**config.mk**
```make
export PLATFORM = sky130hd
export DESIGN_NAME = fcc_ctrl
export DESIGN_NICKNAME = d
export VERILOG_FILES = /design/src/rtl/fcc_sync.v /design/src/rtl/fcc_ctrl.v
export VERILOG_INCLUDE_DIRS = /design/src /design/src/rtl
export SDC_FILE = /design/constraint.sdc
export NUM_CORES = 1
export LEC_CHECK = 0
export ABC_CLOCK_PERIOD_IN_PS = 2200
export BUFFER_PORTS_ARGS = -buffer_cell sky130_fd_sc_hd__buf_2
export CAP_MARGIN = 5
export CORE_ASPECT_RATIO = 0.75
export CORE_MARGIN = 5
export CORE_UTILIZATION = 50
export CTS_BUF_LIST = sky130_fd_sc_hd__clkbuf_4 sky130_fd_sc_hd__clkbuf_8
export DETAILED_ROUTE_END_ITERATION = 8
export MAX_ROUTING_LAYER = met4
export PLACE_DENSITY_LB_ADDON = 0.2
export SYNTH_ARGS = -nofsm -noshare
export SYNTH_HDL_FRONTEND = slang
export SYNTH_SLANG_ARGS = --single-unit
export TNS_END_PERCENT = 10
```
**constraint.sdc**
```tcl
create_clock -name core_clk -period 2.2 [get_ports core_clk]
set_input_delay 0.22 -clock core_clk [delete_from_list [all_inputs] [get_ports core_clk]]
set_output_delay 0.22 -clock core_clk [all_outputs]
set_load 0.01 [all_outputs]
```
**src/rtl/fcc_defines.vh**
```
`ifndef FCC_DEFINES_VH
`define FCC_DEFINES_VH
// ----------------------------------------
// Command codes
// ----------------------------------------
`define FCC_CMD_PTR_A 8'h00
`define FCC_CMD_CB2 8'h8a
`define FCC_CMD_CONF 8'h10
`define FCC_CMD_CACHE 8'h15
`define FCC_CMD_PROG 8'h80
`define FCC_CMD_ERASE 8'h60
`define FCC_CMD_ERCONF 8'hd0
`define FCC_CMD_STATUS 8'h70
`define FCC_CMD_RESET 8'hff
// ----------------------------------------
// Operation codes on the user port
// ----------------------------------------
`define FCC_OP_COPY 3'h0
`define FCC_OP_CACHE 3'h1
`define FCC_OP_ERASE 3'h2
`define FCC_OP_RESET 3'h3
`define FCC_OP_STATUS 3'h4
// ----------------------------------------
// Status bit positions
// ----------------------------------------
`define FCC_SR_GEN_ERR 0
`define FCC_SR_PREV_ERR 1
`define FCC_SR_ENG_IDLE 5
`define FCC_SR_CACHE_RDY 6
// ----------------------------------------
// Counts
// ----------------------------------------
`define FCC_PAGE_BYTES 10'h210
`define FCC_MAX_CACHE_PAGES 6'h20
`define FCC_ADDR_CYCLES 3'h4
`define FCC_STROBE_CYCLES 4'h3
`endif

```
**src/rtl/fcc_sync.v**
```verilog
`timescale 1ns/1ps
// ----------------------------------------
// Three-stage pin synchroniser
// ----------------------------------------
module fcc_sync
(
  input wire core_clk, // Clock
  input wire rst, // Sync reset
  input wire ce, // Clock enable
  input wire din, // Raw pin
  output reg dout // Filtered level
);
  reg s1_r;
  reg s2_r;
  reg s3_r;
  // Change counts once stages two and three agree
  always @(posedge core_clk)
  begin
    if (rst)
    begin
      s1_r <= 1'b1;
      s2_r <= 1'b1;
      s3_r <= 1'b1;
      dout <= 1'b1;
    end
    else if (ce)
    begin
      s1_r <= din;
      s2_r <= s1_r;
      s3_r <= s2_r;
      if (s2_r == s3_r)
        dout <= s3_r;
    end
  end
endmodule

```
**src/rtl/fcc_ctrl.v**
```verilog
`timescale 1ns/1ps
`include "fcc_defines.vh"
// Operation
// - Wait ready high, then 8Ah, four target address cycles, confirm 10h.
// - Source and target pages keep the density-specific high address bits equal.
// - No partial program of copy back target before its block is erased.
// - Limit repeated copy back of same data, or strengthen error correction.
// - Cache program pages stay inside one erase block.
// - Only pointer 00h precedes a cache program sequence.
// - Cache step is setup, four address cycles, up to 528 data bytes.
// - Last cache page confirmed with 10h when only ready/busy is watched.
// - After 15h on last page, poll engine idle bit before other work.
// - At most 32 pages in one cache program operation.
// - Erase sends 60h, two or three row address cycles, then D0h.
// - Erase uses A14 upward; last address cycle drives data lines low.
module fcc_ctrl
#(
  parameter ROW_CYCLES = 3 // Erase row cycles: 3 for large, 2 small parts
)
(
  input wire core_clk, // Clock
  input wire rst, // Sync reset, high
  input wire ce, // Clock enable
  input wire req, // Start operation pulse
  input wire [2:0] op, // Operation code
  input wire [31:0] src_addr, // Source / page address, four bytes
  input wire [31:0] dst_addr, // Copy target address
  input wire last_page, // Cache: confirm with 10h
  input wire wr_valid, // Cache data byte valid
  input wire [7:0] wr_data, // Cache data byte
  input wire rb_pin, // Ready/busy from device
  input wire [7:0] io_in, // Data bus from device
  output reg wr_ready, // Cache data byte taken
  output reg busy, // Operation in progress
  output reg done, // Operation finished pulse
  output reg [7:0] status, // Last status read
  output reg limit_err, // Cache page refused: limit or block
  output reg cle, // Command latch enable
  output reg ale, // Address latch enable
  output reg we_n, // Write strobe, low
  output reg re_n, // Read strobe, low
  output reg ce_n, // Chip enable, low
  output reg [7:0] io_out, // Data bus to device
  output reg io_oe // Data bus drive enable
);
  // ----------------------------------------
  // State codes
  // ----------------------------------------
  localparam ST_IDLE = 4'h0;
  localparam ST_CMD = 4'h1;
  localparam ST_ADDR = 4'h2;
  localparam ST_DATA = 4'h3;
  localparam ST_CONF = 4'h4;
  localparam ST_WAIT = 4'h5;
  localparam ST_STAT = 4'h6;
  localparam ST_RD = 4'h7;
  localparam ST_CB2 = 4'h8;
  localparam ST_PTR = 4'h9;
  // Erase row bytes kept; the last row cycle goes out as zero
  localparam [31:0] ER_KEEP = (32'h1 << (8 * (ROW_CYCLES - 1))) - 32'h1;

  wire rb;
  reg [3:0] st_r;
  reg [3:0] ret_r; // State after strobe
  reg [2:0] op_r;
  reg [7:0] byte_r; // Byte on the bus
  reg [3:0] tick_r; // Strobe phase counter
  reg [2:0] acnt_r; // Address cycles left
  reg [31:0] addr_r;
  reg [9:0] dcnt_r; // Data bytes sent
  reg [5:0] pages_r; // Cache pages this run
  reg stage_r; // Copy back second half
  reg [18:0] blk_r; // Block of the open cache run
  reg open_r; // A 15h page may still be programming
  // copy or erase turns into a status poll while a page may run
  wire hold_op = open_r && (op == `FCC_OP_COPY || op == `FCC_OP_ERASE);
  wire [2:0] op_eff = hold_op ? `FCC_OP_STATUS : op;

  fcc_sync u_rb
  (
    .core_clk(core_clk),
    .rst(rst),
    .ce(ce),
    .din(rb_pin),
    .dout(rb)
  );

  // ----------------------------------------
  // Sequencer
  // ----------------------------------------
  always @(posedge core_clk)
  begin
    if (rst)
    begin
      st_r <= ST_IDLE;
      ret_r <= ST_IDLE;
      op_r <= 3'h0;
      byte_r <= 8'h00;
      tick_r <= 4'h0;
      acnt_r <= 3'h0;
      addr_r <= 32'h00000000;
      dcnt_r <= 10'h000;
      pages_r <= 6'h00;
      stage_r <= 1'b0;
      blk_r <= 19'h00000;
      open_r <= 1'b0;
      wr_ready <= 1'b0;
      busy <= 1'b0;
      done <= 1'b0;
      status <= 8'h00;
      limit_err <= 1'b0;
      cle <= 1'b0;
      ale <= 1'b0;
      we_n <= 1'b1;
      re_n <= 1'b1;
      ce_n <= 1'b1;
      io_out <= 8'h00;
      io_oe <= 1'b0;
    end
    else if (ce)
    begin
      done <= 1'b0;
      wr_ready <= 1'b0;
      limit_err <= 1'b0;
      case (st_r)
        ST_IDLE:
        begin
          if (req)
          begin
            op_r <= op_eff;
            stage_r <= 1'b0;
            busy <= 1'b1;
            ce_n <= 1'b0;
            tick_r <= 4'h0;
            case (op_eff)
              `FCC_OP_COPY:
              begin
                byte_r <= `FCC_CMD_PTR_A;
                addr_r <= src_addr;
                acnt_r <= `FCC_ADDR_CYCLES;
                ret_r <= ST_ADDR;
                st_r <= ST_CMD;
              end
              `FCC_OP_CACHE:
              begin
                // refuse a page outside the run's block
                if (pages_r == `FCC_MAX_CACHE_PAGES ||
                    (pages_r != 6'h00 && src_addr[31:13] != blk_r))
                begin
                  limit_err <= 1'b1;
                  busy <= 1'b0;
                  done <= 1'b1;
                  ce_n <= 1'b1;
                  pages_r <= 6'h00;
                end
                else
                begin
                  byte_r <= `FCC_CMD_PTR_A;
                  blk_r <= src_addr[31:13];
                  addr_r <= src_addr;
                  ret_r <= ST_PTR;
                  st_r <= ST_CMD;
                end
              end
              `FCC_OP_ERASE:
              begin
                byte_r <= `FCC_CMD_ERASE;
                // last row cycle sent as zero
                addr_r <= {8'h00, src_addr[31:8]} & ER_KEEP;
                acnt_r <= ROW_CYCLES[2:0];
                ret_r <= ST_ADDR;
                st_r <= ST_CMD;
              end
              `FCC_OP_RESET:
              begin
                byte_r <= `FCC_CMD_RESET;
                pages_r <= 6'h00;
                open_r <= 1'b0;
                ret_r <= ST_WAIT;
                st_r <= ST_CMD;
              end
              default:
              begin
                byte_r <= `FCC_CMD_STATUS;
                ret_r <= ST_RD;
                st_r <= ST_CMD;
              end
            endcase
          end
        end
        ST_PTR:
        begin
          byte_r <= `FCC_CMD_PROG;
          acnt_r <= `FCC_ADDR_CYCLES;
          ret_r <= ST_ADDR;
          st_r <= ST_CMD;
        end
        ST_CMD, ST_CONF:
        begin
          // Command cycle: setup, strobe low, release
          tick_r <= tick_r + 4'h1;
          cle <= (st_r == ST_CMD) || (st_r == ST_CONF);
          ale <= 1'b0;
          io_out <= byte_r;
          io_oe <= 1'b1;
          if (tick_r == 4'h1)
            we_n <= 1'b0;
          if (tick_r == `FCC_STROBE_CYCLES)
          begin
            we_n <= 1'b1;
            tick_r <= 4'h0;
            st_r <= ret_r;
            if (ret_r == ST_ADDR && acnt_r != 3'h0)
            begin
              byte_r <= addr_r[7:0];
              addr_r <= {8'h00, addr_r[31:8]};
            end
          end
        end
        ST_ADDR:
        begin
          if (acnt_r == 3'h0)
          begin
            cle <= 1'b0;
            ale <= 1'b0;
            io_oe <= 1'b0;
            if (op_r == `FCC_OP_ERASE)
            begin
              byte_r <= `FCC_CMD_ERCONF;
              ret_r <= ST_WAIT;
              st_r <= ST_CONF;
            end
            else if (op_r == `FCC_OP_CACHE)
            begin
              dcnt_r <= 10'h000;
              st_r <= ST_DATA;
            end
            else if (!stage_r)
            begin
              st_r <= ST_WAIT;
            end
            else
            begin
              byte_r <= `FCC_CMD_CONF;
              ret_r <= ST_WAIT;
              st_r <= ST_CONF;
            end
          end
          else
          begin
            // Address cycle: ale with the next byte
            tick_r <= tick_r + 4'h1;
            cle <= 1'b0;
            ale <= 1'b1;
            io_out <= byte_r;
            io_oe <= 1'b1;
            if (tick_r == 4'h1)
              we_n <= 1'b0;
            if (tick_r == `FCC_STROBE_CYCLES)
            begin
              we_n <= 1'b1;
              tick_r <= 4'h0;
              acnt_r <= acnt_r - 3'h1;
              byte_r <= addr_r[7:0];
              addr_r <= {8'h00, addr_r[31:8]};
            end
          end
        end
        ST_DATA:
        begin
          tick_r <= tick_r + 4'h1;
          io_oe <= 1'b1;
          if (tick_r == 4'h0)
          begin
            if (dcnt_r == `FCC_PAGE_BYTES || !wr_valid)
            begin
              tick_r <= 4'h0;
              if (dcnt_r == `FCC_PAGE_BYTES || dcnt_r != 10'h000)
              begin
                byte_r <= last_page ? `FCC_CMD_CONF : `FCC_CMD_CACHE;
                ret_r <= ST_WAIT;
                st_r <= ST_CONF;
                pages_r <= last_page ? 6'h00 : pages_r + 6'h01;
                open_r <= !last_page;
              end
            end
            else
            begin
              io_out <= wr_data;
              wr_ready <= 1'b1;
            end
          end
          if (tick_r == 4'h1)
            we_n <= 1'b0;
          if (tick_r == `FCC_STROBE_CYCLES)
          begin
            we_n <= 1'b1;
            tick_r <= 4'h0;
            dcnt_r <= dcnt_r + 10'h001;
          end
        end
        ST_WAIT:
        begin
          // wait for ready after confirm, reset or copy source address
          cle <= 1'b0;
          io_oe <= 1'b0;
          tick_r <= tick_r + 4'h1;
          if (tick_r == 4'hf && rb)
          begin
            tick_r <= 4'h0;
            if (op_r == `FCC_OP_COPY && !stage_r)
            begin
              stage_r <= 1'b1;
              st_r <= ST_CB2;
            end
            else if (op_r == `FCC_OP_RESET)
            begin
              busy <= 1'b0;
              done <= 1'b1;
              ce_n <= 1'b1;
              st_r <= ST_IDLE;
            end
            else
            begin
              byte_r <= `FCC_CMD_STATUS;
              ret_r <= ST_RD;
              st_r <= ST_CMD;
            end
          end
          else if (tick_r == 4'hf)
            tick_r <= 4'hf;
        end
        ST_CB2:
        begin
          // caller keeps plane bits equal in dst_addr
          // no partial program issued; caller limits repeats
          byte_r <= `FCC_CMD_CB2;
          addr_r <= dst_addr;
          acnt_r <= `FCC_ADDR_CYCLES;
          ret_r <= ST_ADDR;
          st_r <= ST_CMD;
        end
        ST_RD:
        begin
          // capture idle, cache ready and error bits
          cle <= 1'b0;
          io_oe <= 1'b0;
          tick_r <= tick_r + 4'h1;
          if (tick_r == 4'h0)
            re_n <= 1'b0;
          if (tick_r == `FCC_STROBE_CYCLES)
          begin
            // page N-1 and page N errors
            status <= io_in;
            if (io_in[`FCC_SR_ENG_IDLE])
              open_r <= 1'b0;
            re_n <= 1'b1;
            tick_r <= 4'h0;
            busy <= 1'b0;
            done <= 1'b1;
            ce_n <= 1'b1;
            st_r <= ST_IDLE;
          end
        end
        default:
          st_r <= ST_IDLE;
      endcase
    end
  end
endmodule

```
==> run summary, run 1 <==
Status: finished with violations
Failing checks: negative setup slack
Synth Cell Area: 6950 sq um
Fill count: 1,064
R2r startpoint: dcnt_r[1]
Sequential area share after synthesis: 36.0%
DR WL/cell: 19.7 microns
Clock net sink count: 125
Setup CP Type: reg2reg
Crit path max fanout: 8
CTS clk-pin slew, worst paths: 0.08 ns
Launching element type of the critical path: register
Die Span X: 146 microns
Drt drc: 0
Post-synthesis async set-or-reset flop share: 0%
Final worst setup slack: -0.143 ns
Vias in the first global route: 7,412
Worst R2R Setup Slack: -0.14 ns
Most common cell after layout, fill and taps aside: buf_4
Hold Violations, Final: 0
Syn avg cell area: 8.52 sq um
GRT overflow: 0
Total Nets Final: 1,136
Max Slew Vio Count: 0
Part of the cycle the worst path needs: 107%
LEAKAGE: 3.77 nW
PortBufs: 115
Placed Instance Area: 8590 sq um
Least-Margin Pin Slew: 0.609 ns
Max clock buf depth: 2
RD Place Congestion: 0.994
Worst EP required: 2.55 ns
Final core area utilization: 69.8%
Slew headroom: 58.3%
Pin count of the biggest net entering global routing: 50
Worst hold margin: 0.0194 ns
Via count: 7,591
# IOs: 116
Global-route wire length before repair: 38,100 microns
Worst clock skew: 0.0101 ns
Chip height: 112 microns
Via density: 6.19
Synth area leaders: dfxtp_1 (36%), a21oi_1 (6.0%), nand2_1 (5.6%), mux2i_1 (5.2%), a211oi_1 (4.8%)
Core Box Area: 13,700 sq um
Placed cells: 1,181
Row Count: 37
CP endpoint kind: register
DRT iter0 DRCs: 844
Yosys reg bits: 125
Syn nets: 915
Design Area, Final: 9530 sq um
Largest area contributor in the netlist: dfxtp_1
Post-Route WL: 24,100 microns
Multi-input gate area: 4450 sq um
Post-synth EDFFs: 0
Hold Startpoint: io_in[2]
Ys flop type: dfxtp_1
DRT Pass-1 Iters: 9
# H-tree levels: 4
Peak VDD IR: 0.627 mV
Root Buffer Master: clkbuf_8
CP startpoint: dcnt_r[1]
Max-cap violations: 0
CTS tree: yes
Most frequent cells in the layout: buf_4 (130), dfxtp_1 (119), buf_2 (115)
Critical Path AT: 2.70 ns
Clock latency on the worst-skew pair: 0.45 ns
Cells after Synth: 816
Layout Area Growth over Synthesis: 37.1%
Synth top area share: 36.0%
Share of layout cells above drive strength 1: 39.4%
Post-layout min period: 2.34 ns
Hold WC Path Type: in2reg
Synth cell types: 75
Initial antenna violation count: 1
Full die area: 16,400 sq um
Final Setup Violations: 60
Yosys Warn Count: 0
Total power: 11.7 mW
Total track usage: 29.4%
Routed Antenna Nets: 0
Effective utilization at floorplan: 50.9%
Achievable Freq: 427 MHz
RSZ-0062 raised after global routing: yes
DP HPWL: 17,700 microns
Register area: 2510 sq um
Post-Layout Cell Count: 1,226
Total clock buffers created by CTS: 17
PwrDens: 1230 nW/um^2
==> sequential cells by signal, indices dropped and copies added (netlist names), 3 cells and up <==
name and count:
st_r 4, pages_r 6, dcnt_r 10, tick_r 4, status 8, io_out 8, ret_r 4, byte_r 8
addr_r 32, op_r 3, acnt_r 3, blk_r 19
==> routing by layer <==
layer | vias to the layer above | GRT usage [%] | wire length, microns
li1 | 3512 | - | -
met1 | 3681 | 40.8 | 10800
met2 | 354 | 43.2 | 10700
met3 | 44 | 6.38 | 2170
met4 | 0 | 8.65 | 419
met5 | - | - | 0
==> cells in the mapped netlist (all sizes together) (2+ instances only) <==
cell type,number
a2111oi,3
a211o,2
a211oi,51
a21oi,83
a221oi,2
a222oi,24
a22oi,11
a311oi,17
a31oi,5
and2,8
and3,3
buf,26
clkbuf,37
dfxtp,125
ha,9
inv,17
mux2,17
mux2i,36
nand2,104
nand2b,5
nand3,18
nand4,10
nor2,54
nor2b,10
nor3,18
nor3b,7
nor4,2
nor4b,4
o211ai,5
o21a,3
o21ai,23
o221ai,2
o22ai,2
o311a,2
o32ai,6
or2,5
or3,9
or4b,3
xnor2,22
xor2,8
==> worst max-delay path, cell delays in order (launching register included) <==
cell and delay (ns):
dfxtp_2 0.33, inv_2 0.06, ha_4 0.11, or4b_4 0.49, o41a_1 0.39, o211ai_4 0.21
buf_6 0.17, nor3_4 0.05, and2_4 0.21, a211oi_2 0.22
==> where the power goes <==
part           total [mW]  switching (mW)  internal [mW]
Sequential           2.96           0.296           2.66
Clock                2.19            1.01           1.18
Combinational        6.55            3.58           2.97
Total                11.7            4.88           6.82
==> cell families (layout without fill, tap and decap cells) <==
kind of cell,Yosys count,after routing,share of synthesized area [%]
other cells,0,1,0
fa+ha+maj,9,9,1.62
compound gates,253,253,26.5
simple gates,266,266,19.0
flops,125,125,36.0
buf+inv,80,314,5.18
xor+xnor,30,30,3.78
mux,53,53,7.94
==> area by class of cell <==
class / instances / share of cell area [%]
clock buffer: 19 / 2.74
timing repair buffer: 265 / 19.5
antenna: 1 / 0.0262
tap: 175 / 2.30
sequential: 125 / 26.4
multi-input combinational: 611 / 46.7
inverter: 17 / 0.669
clock inverter: 13 / 1.69
==> metrics by stage <==
stage | worst slack, ns | TNS (ns)
CTS | -0.198 | -3.74
floorplan | -0.0738 | -0.777
detailed placement | -0.327 | -14.27
global placement | -0.287 | -10.29
finish | -0.143 | -2.65
global route | -0.231 | -11.25
==> what timing repair did <==
item                       4_1_cts  5_1_grt
gates resized for setup         56       45
setup buffers                    7        1
hold endpoints to repair         3        0
setup endpoints to repair       90       99
cloned                           2        0
hold buffers                     3        0
pin swaps                       42       16
==> final timing paths <==
path,depth (start not counted),end
max,9,byte_r[0]
min,3,status[2]
max reg2reg,9,byte_r[0]
min reg2reg,2,byte_r[6]
No activity file was read; power rests on OpenSTA's default activity.
==> run 2: changes to the inputs <==
Settings changed: CELL_PAD_IN_SITES_DETAIL_PLACEMENT from default to 1, CELL_PAD_IN_SITES_GLOBAL_PLACEMENT from default to 1, CORE_UTILIZATION 50 to 40, RECOVER_POWER from default to 50.
==> run summary, run 2 (same netlist as run 1, synthesis figures left out) <==
Status: finished with violations (unchanged)
Failing checks: design-rule violations, negative setup slack (was negative setup slack)
Design Area, Final: 9790 sq um (was 9530 sq um)
Layout Area Growth over Synthesis: 40.9% (was 37.1%)
Initial antenna violation count: 0 (was 1)
Total track usage: 28.7% (was 29.4%)
Family with the most delay on the worst path: compound AO/OA/AOI/OAI gates (unchanged)
RD Place Congestion: 0.958 (was 0.994)
Die Span X: 162 microns (was 146 microns)
Sequential share of power: 24.1% (was 25.3%)
Total power: 12.6 mW (was 11.7 mW)
CTS tree: yes (unchanged)
Max reg flops: 32 (unchanged)
Combinational fraction of design power: 55.9% (was 56.0%)
Most frequent cells in the layout: buf_4 (138), dfxtp_1 (116), nand2_1 (102) (was buf_4 (130), dfxtp_1 (119), buf_2 (115))
Hold Violations, Final: 0 (unchanged)
# IOs: 116 (unchanged)
# diodes: 0 (was 1)
Worst R2R Setup Slack: -0.19 ns (was -0.14 ns)
Worst clock skew: 0.0206 ns (was 0.0101 ns)
Full die area: 20,100 sq um (was 16,400 sq um)
# H-tree levels: 4 (unchanged)
Drt drc: 8 (was 0)
Achievable Freq: 419 MHz (was 427 MHz)
WP buf/inv: 3 (was 2)
Crit path max fanout: 4 (was 8)
Critical Path, Cell by Cell: inv_2 > ha_4 > or4b_4 > o311ai_4 > o211ai_4 > buf_12 > nor3_2 > buf_4 > a21oi_2 > a211oi_1 (was inv_2 > ha_4 > or4b_4 > o41a_1 > o211ai_4 > buf_6 > nor3_4 > and2_4 > a211oi_2)
Via density: 5.91 (was 6.19)
Effective utilization at floorplan: 41.1% (was 50.9%)
Launching element type of the critical path: register (unchanged)
LEAKAGE: 3.76 nW (was 3.77 nW)
Global-route wire length before repair: 43,600 microns (was 38,100 microns)
Clock net sink count: 125 (unchanged)
Hold WC Path Type: in2reg (unchanged)
DRT Pass-1 Iters: 9 (unchanged)
Worst EP required: 2.58 ns (was 2.55 ns)
Routed Antenna Nets: 0 (unchanged)
Most common cell after layout, fill and taps aside: buf_4 (unchanged)
GRT overflow: 0 (unchanged)
Setup CP Type: reg2reg (unchanged)
Biggest register: addr_r (unchanged)
Placed Instance Area: 8710 sq um (was 8590 sq um)
Post-Place Setup Slack: -0.388 ns (was -0.327 ns)
Peak VDD IR: 0.799 mV (was 0.627 mV)
CP endpoint kind: register (unchanged)
Critical Path AT: 2.76 ns (was 2.70 ns)
CTS clk-pin slew, worst paths: 0.08 ns (about the same)
P_sw: 5.30 mW (was 4.88 mW)
Sw Share: 42.1% (was 41.7%)
Total Nets Final: 1,148 (was 1,136)
Crit path largest cell delay: 0.49 ns (about the same)
Root Buffer Master: clkbuf_8 (unchanged)
Clk pwr share: 20.0% (was 18.7%)
Row Count: 41 (was 37)
Pin count of the biggest net entering global routing: 50 (unchanged)
Clock latency on the worst-skew pair: 0.47 ns (was 0.45 ns)
DP HPWL: 20,500 microns (was 17,700 microns)
Final Setup Violations: 55 (was 60)
Via count: 7,543 (was 7,591)
Max clock buf depth: 2 (unchanged)
Slew headroom: 31.8% (was 58.3%)
Final worst setup slack: -0.185 ns (was -0.143 ns)
Post-layout min period: 2.39 ns (was 2.34 ns)
Max-cap violations: 0 (unchanged)
Share of layout cells above drive strength 1: 37.9% (was 39.4%)
Max Slew Vio Count: 0 (unchanged)
Vias in the first global route: 7,830 (was 7,412)
Core Box Area: 16,900 sq um (was 13,700 sq um)
Part of the cycle the worst path needs: 108% (was 107%)
Chip height: 124 microns (was 112 microns)
Post-Route WL: 28,500 microns (was 24,100 microns)
RSZ-0062 raised after global routing: yes (unchanged)
Total clock buffers created by CTS: 17 (unchanged)
Least-Margin Pin Slew: 1.02 ns (was 0.609 ns)
PortBufs: 115 (unchanged)
Int Pwr: 7.27 mW (was 6.82 mW)
Fin Setup TNS: -4.40 ns (was -2.65 ns)
CP max-delay cell: or4b_4 (unchanged)
DRT iter0 DRCs: 721 (was 844)
Final core area utilization: 57.9% (was 69.8%)
Largest regs: addr_r x32, blk_r x19, dcnt_r x10 (unchanged)
PwrDens: 1280 nW/um^2 (was 1230 nW/um^2)
DR WL/cell: 22.3 microns (was 19.7 microns)
[run 2: layout make-up]
| class | count | area (sq um) |
|---|---|---|
| Fill cell | 2003 | 7130 |
| Multi-Input combinational cell | 611 | 4500 |
| Sequential cell | 125 | 2520 |
| Timing Repair Buffer | 277 | 1960 |
| Clock buffer | 20 | 275 |
| Tap cell | 215 | 269 |
| Clock inverter | 12 | 206 |
| Inverter | 17 | 63.8 |
[run 2: layer usage]
layer / vias to the layer above / wire [microns] / track usage [%]
li1: 3521 / - / -
met1: 3717 / 13000 / 38.0
met2: 258 / 13000 / 45.1
met3: 47 / 2090 / 6.78
met4: 0 / 459 / 6.71
met5: - / 0 / -
[run 2: final timing paths]
path                                  from        end  cells past startpoint
worst min-delay path            wr_data[6]  io_out[6]                      3
worst max register to register   dcnt_r[0]   ret_r[1]                     10
worst max-delay path             dcnt_r[0]   ret_r[1]                     10
worst min register to register   byte_r[4]  byte_r[4]                      2
[run 2: what timing repair did]
| action | in CTS | in global routing |
|---|---|---|
| hold buffers | 7 | 0 |
| resized for setup | 71 | 41 |
| cloned | 3 | 0 |
| endpoints found under the hold margin | 7 | 0 |
| setup buffers | 3 | 2 |
| pin swaps | 40 | 16 |
| setup endpoints to repair | 95 | 101 |
[run 2: worst min-delay path, stage by stage]
cell and delay (ns):
buf_2 0.10, nand2_1 0.05, a311oi_1 0.07
[run 2: metrics by stage]
step | hold slack, ns | cells
after floorplan | 0.348 | 816
after global placement | 0.439 | 1230
after detailed placement | 0.441 | 1230
after CTS | 0.00174 | 1275
after global routing | 0.00213 | 1277
final | 0.0120 | 1277
[run 2: power by group through the flow]
stage / Clock [mW] / Combinational, mW / Sequential (mW)
finish: 2.51 / 7.03 / 3.04
global route: 2.66 / 7.45 / 3.08
CTS: 2.53 / 6.57 / 3.01
detailed placement: 0 / 5.90 / 3.02
global placement: 0 / 5.73 / 2.98
floorplan: 0 / 3.43 / 2.93
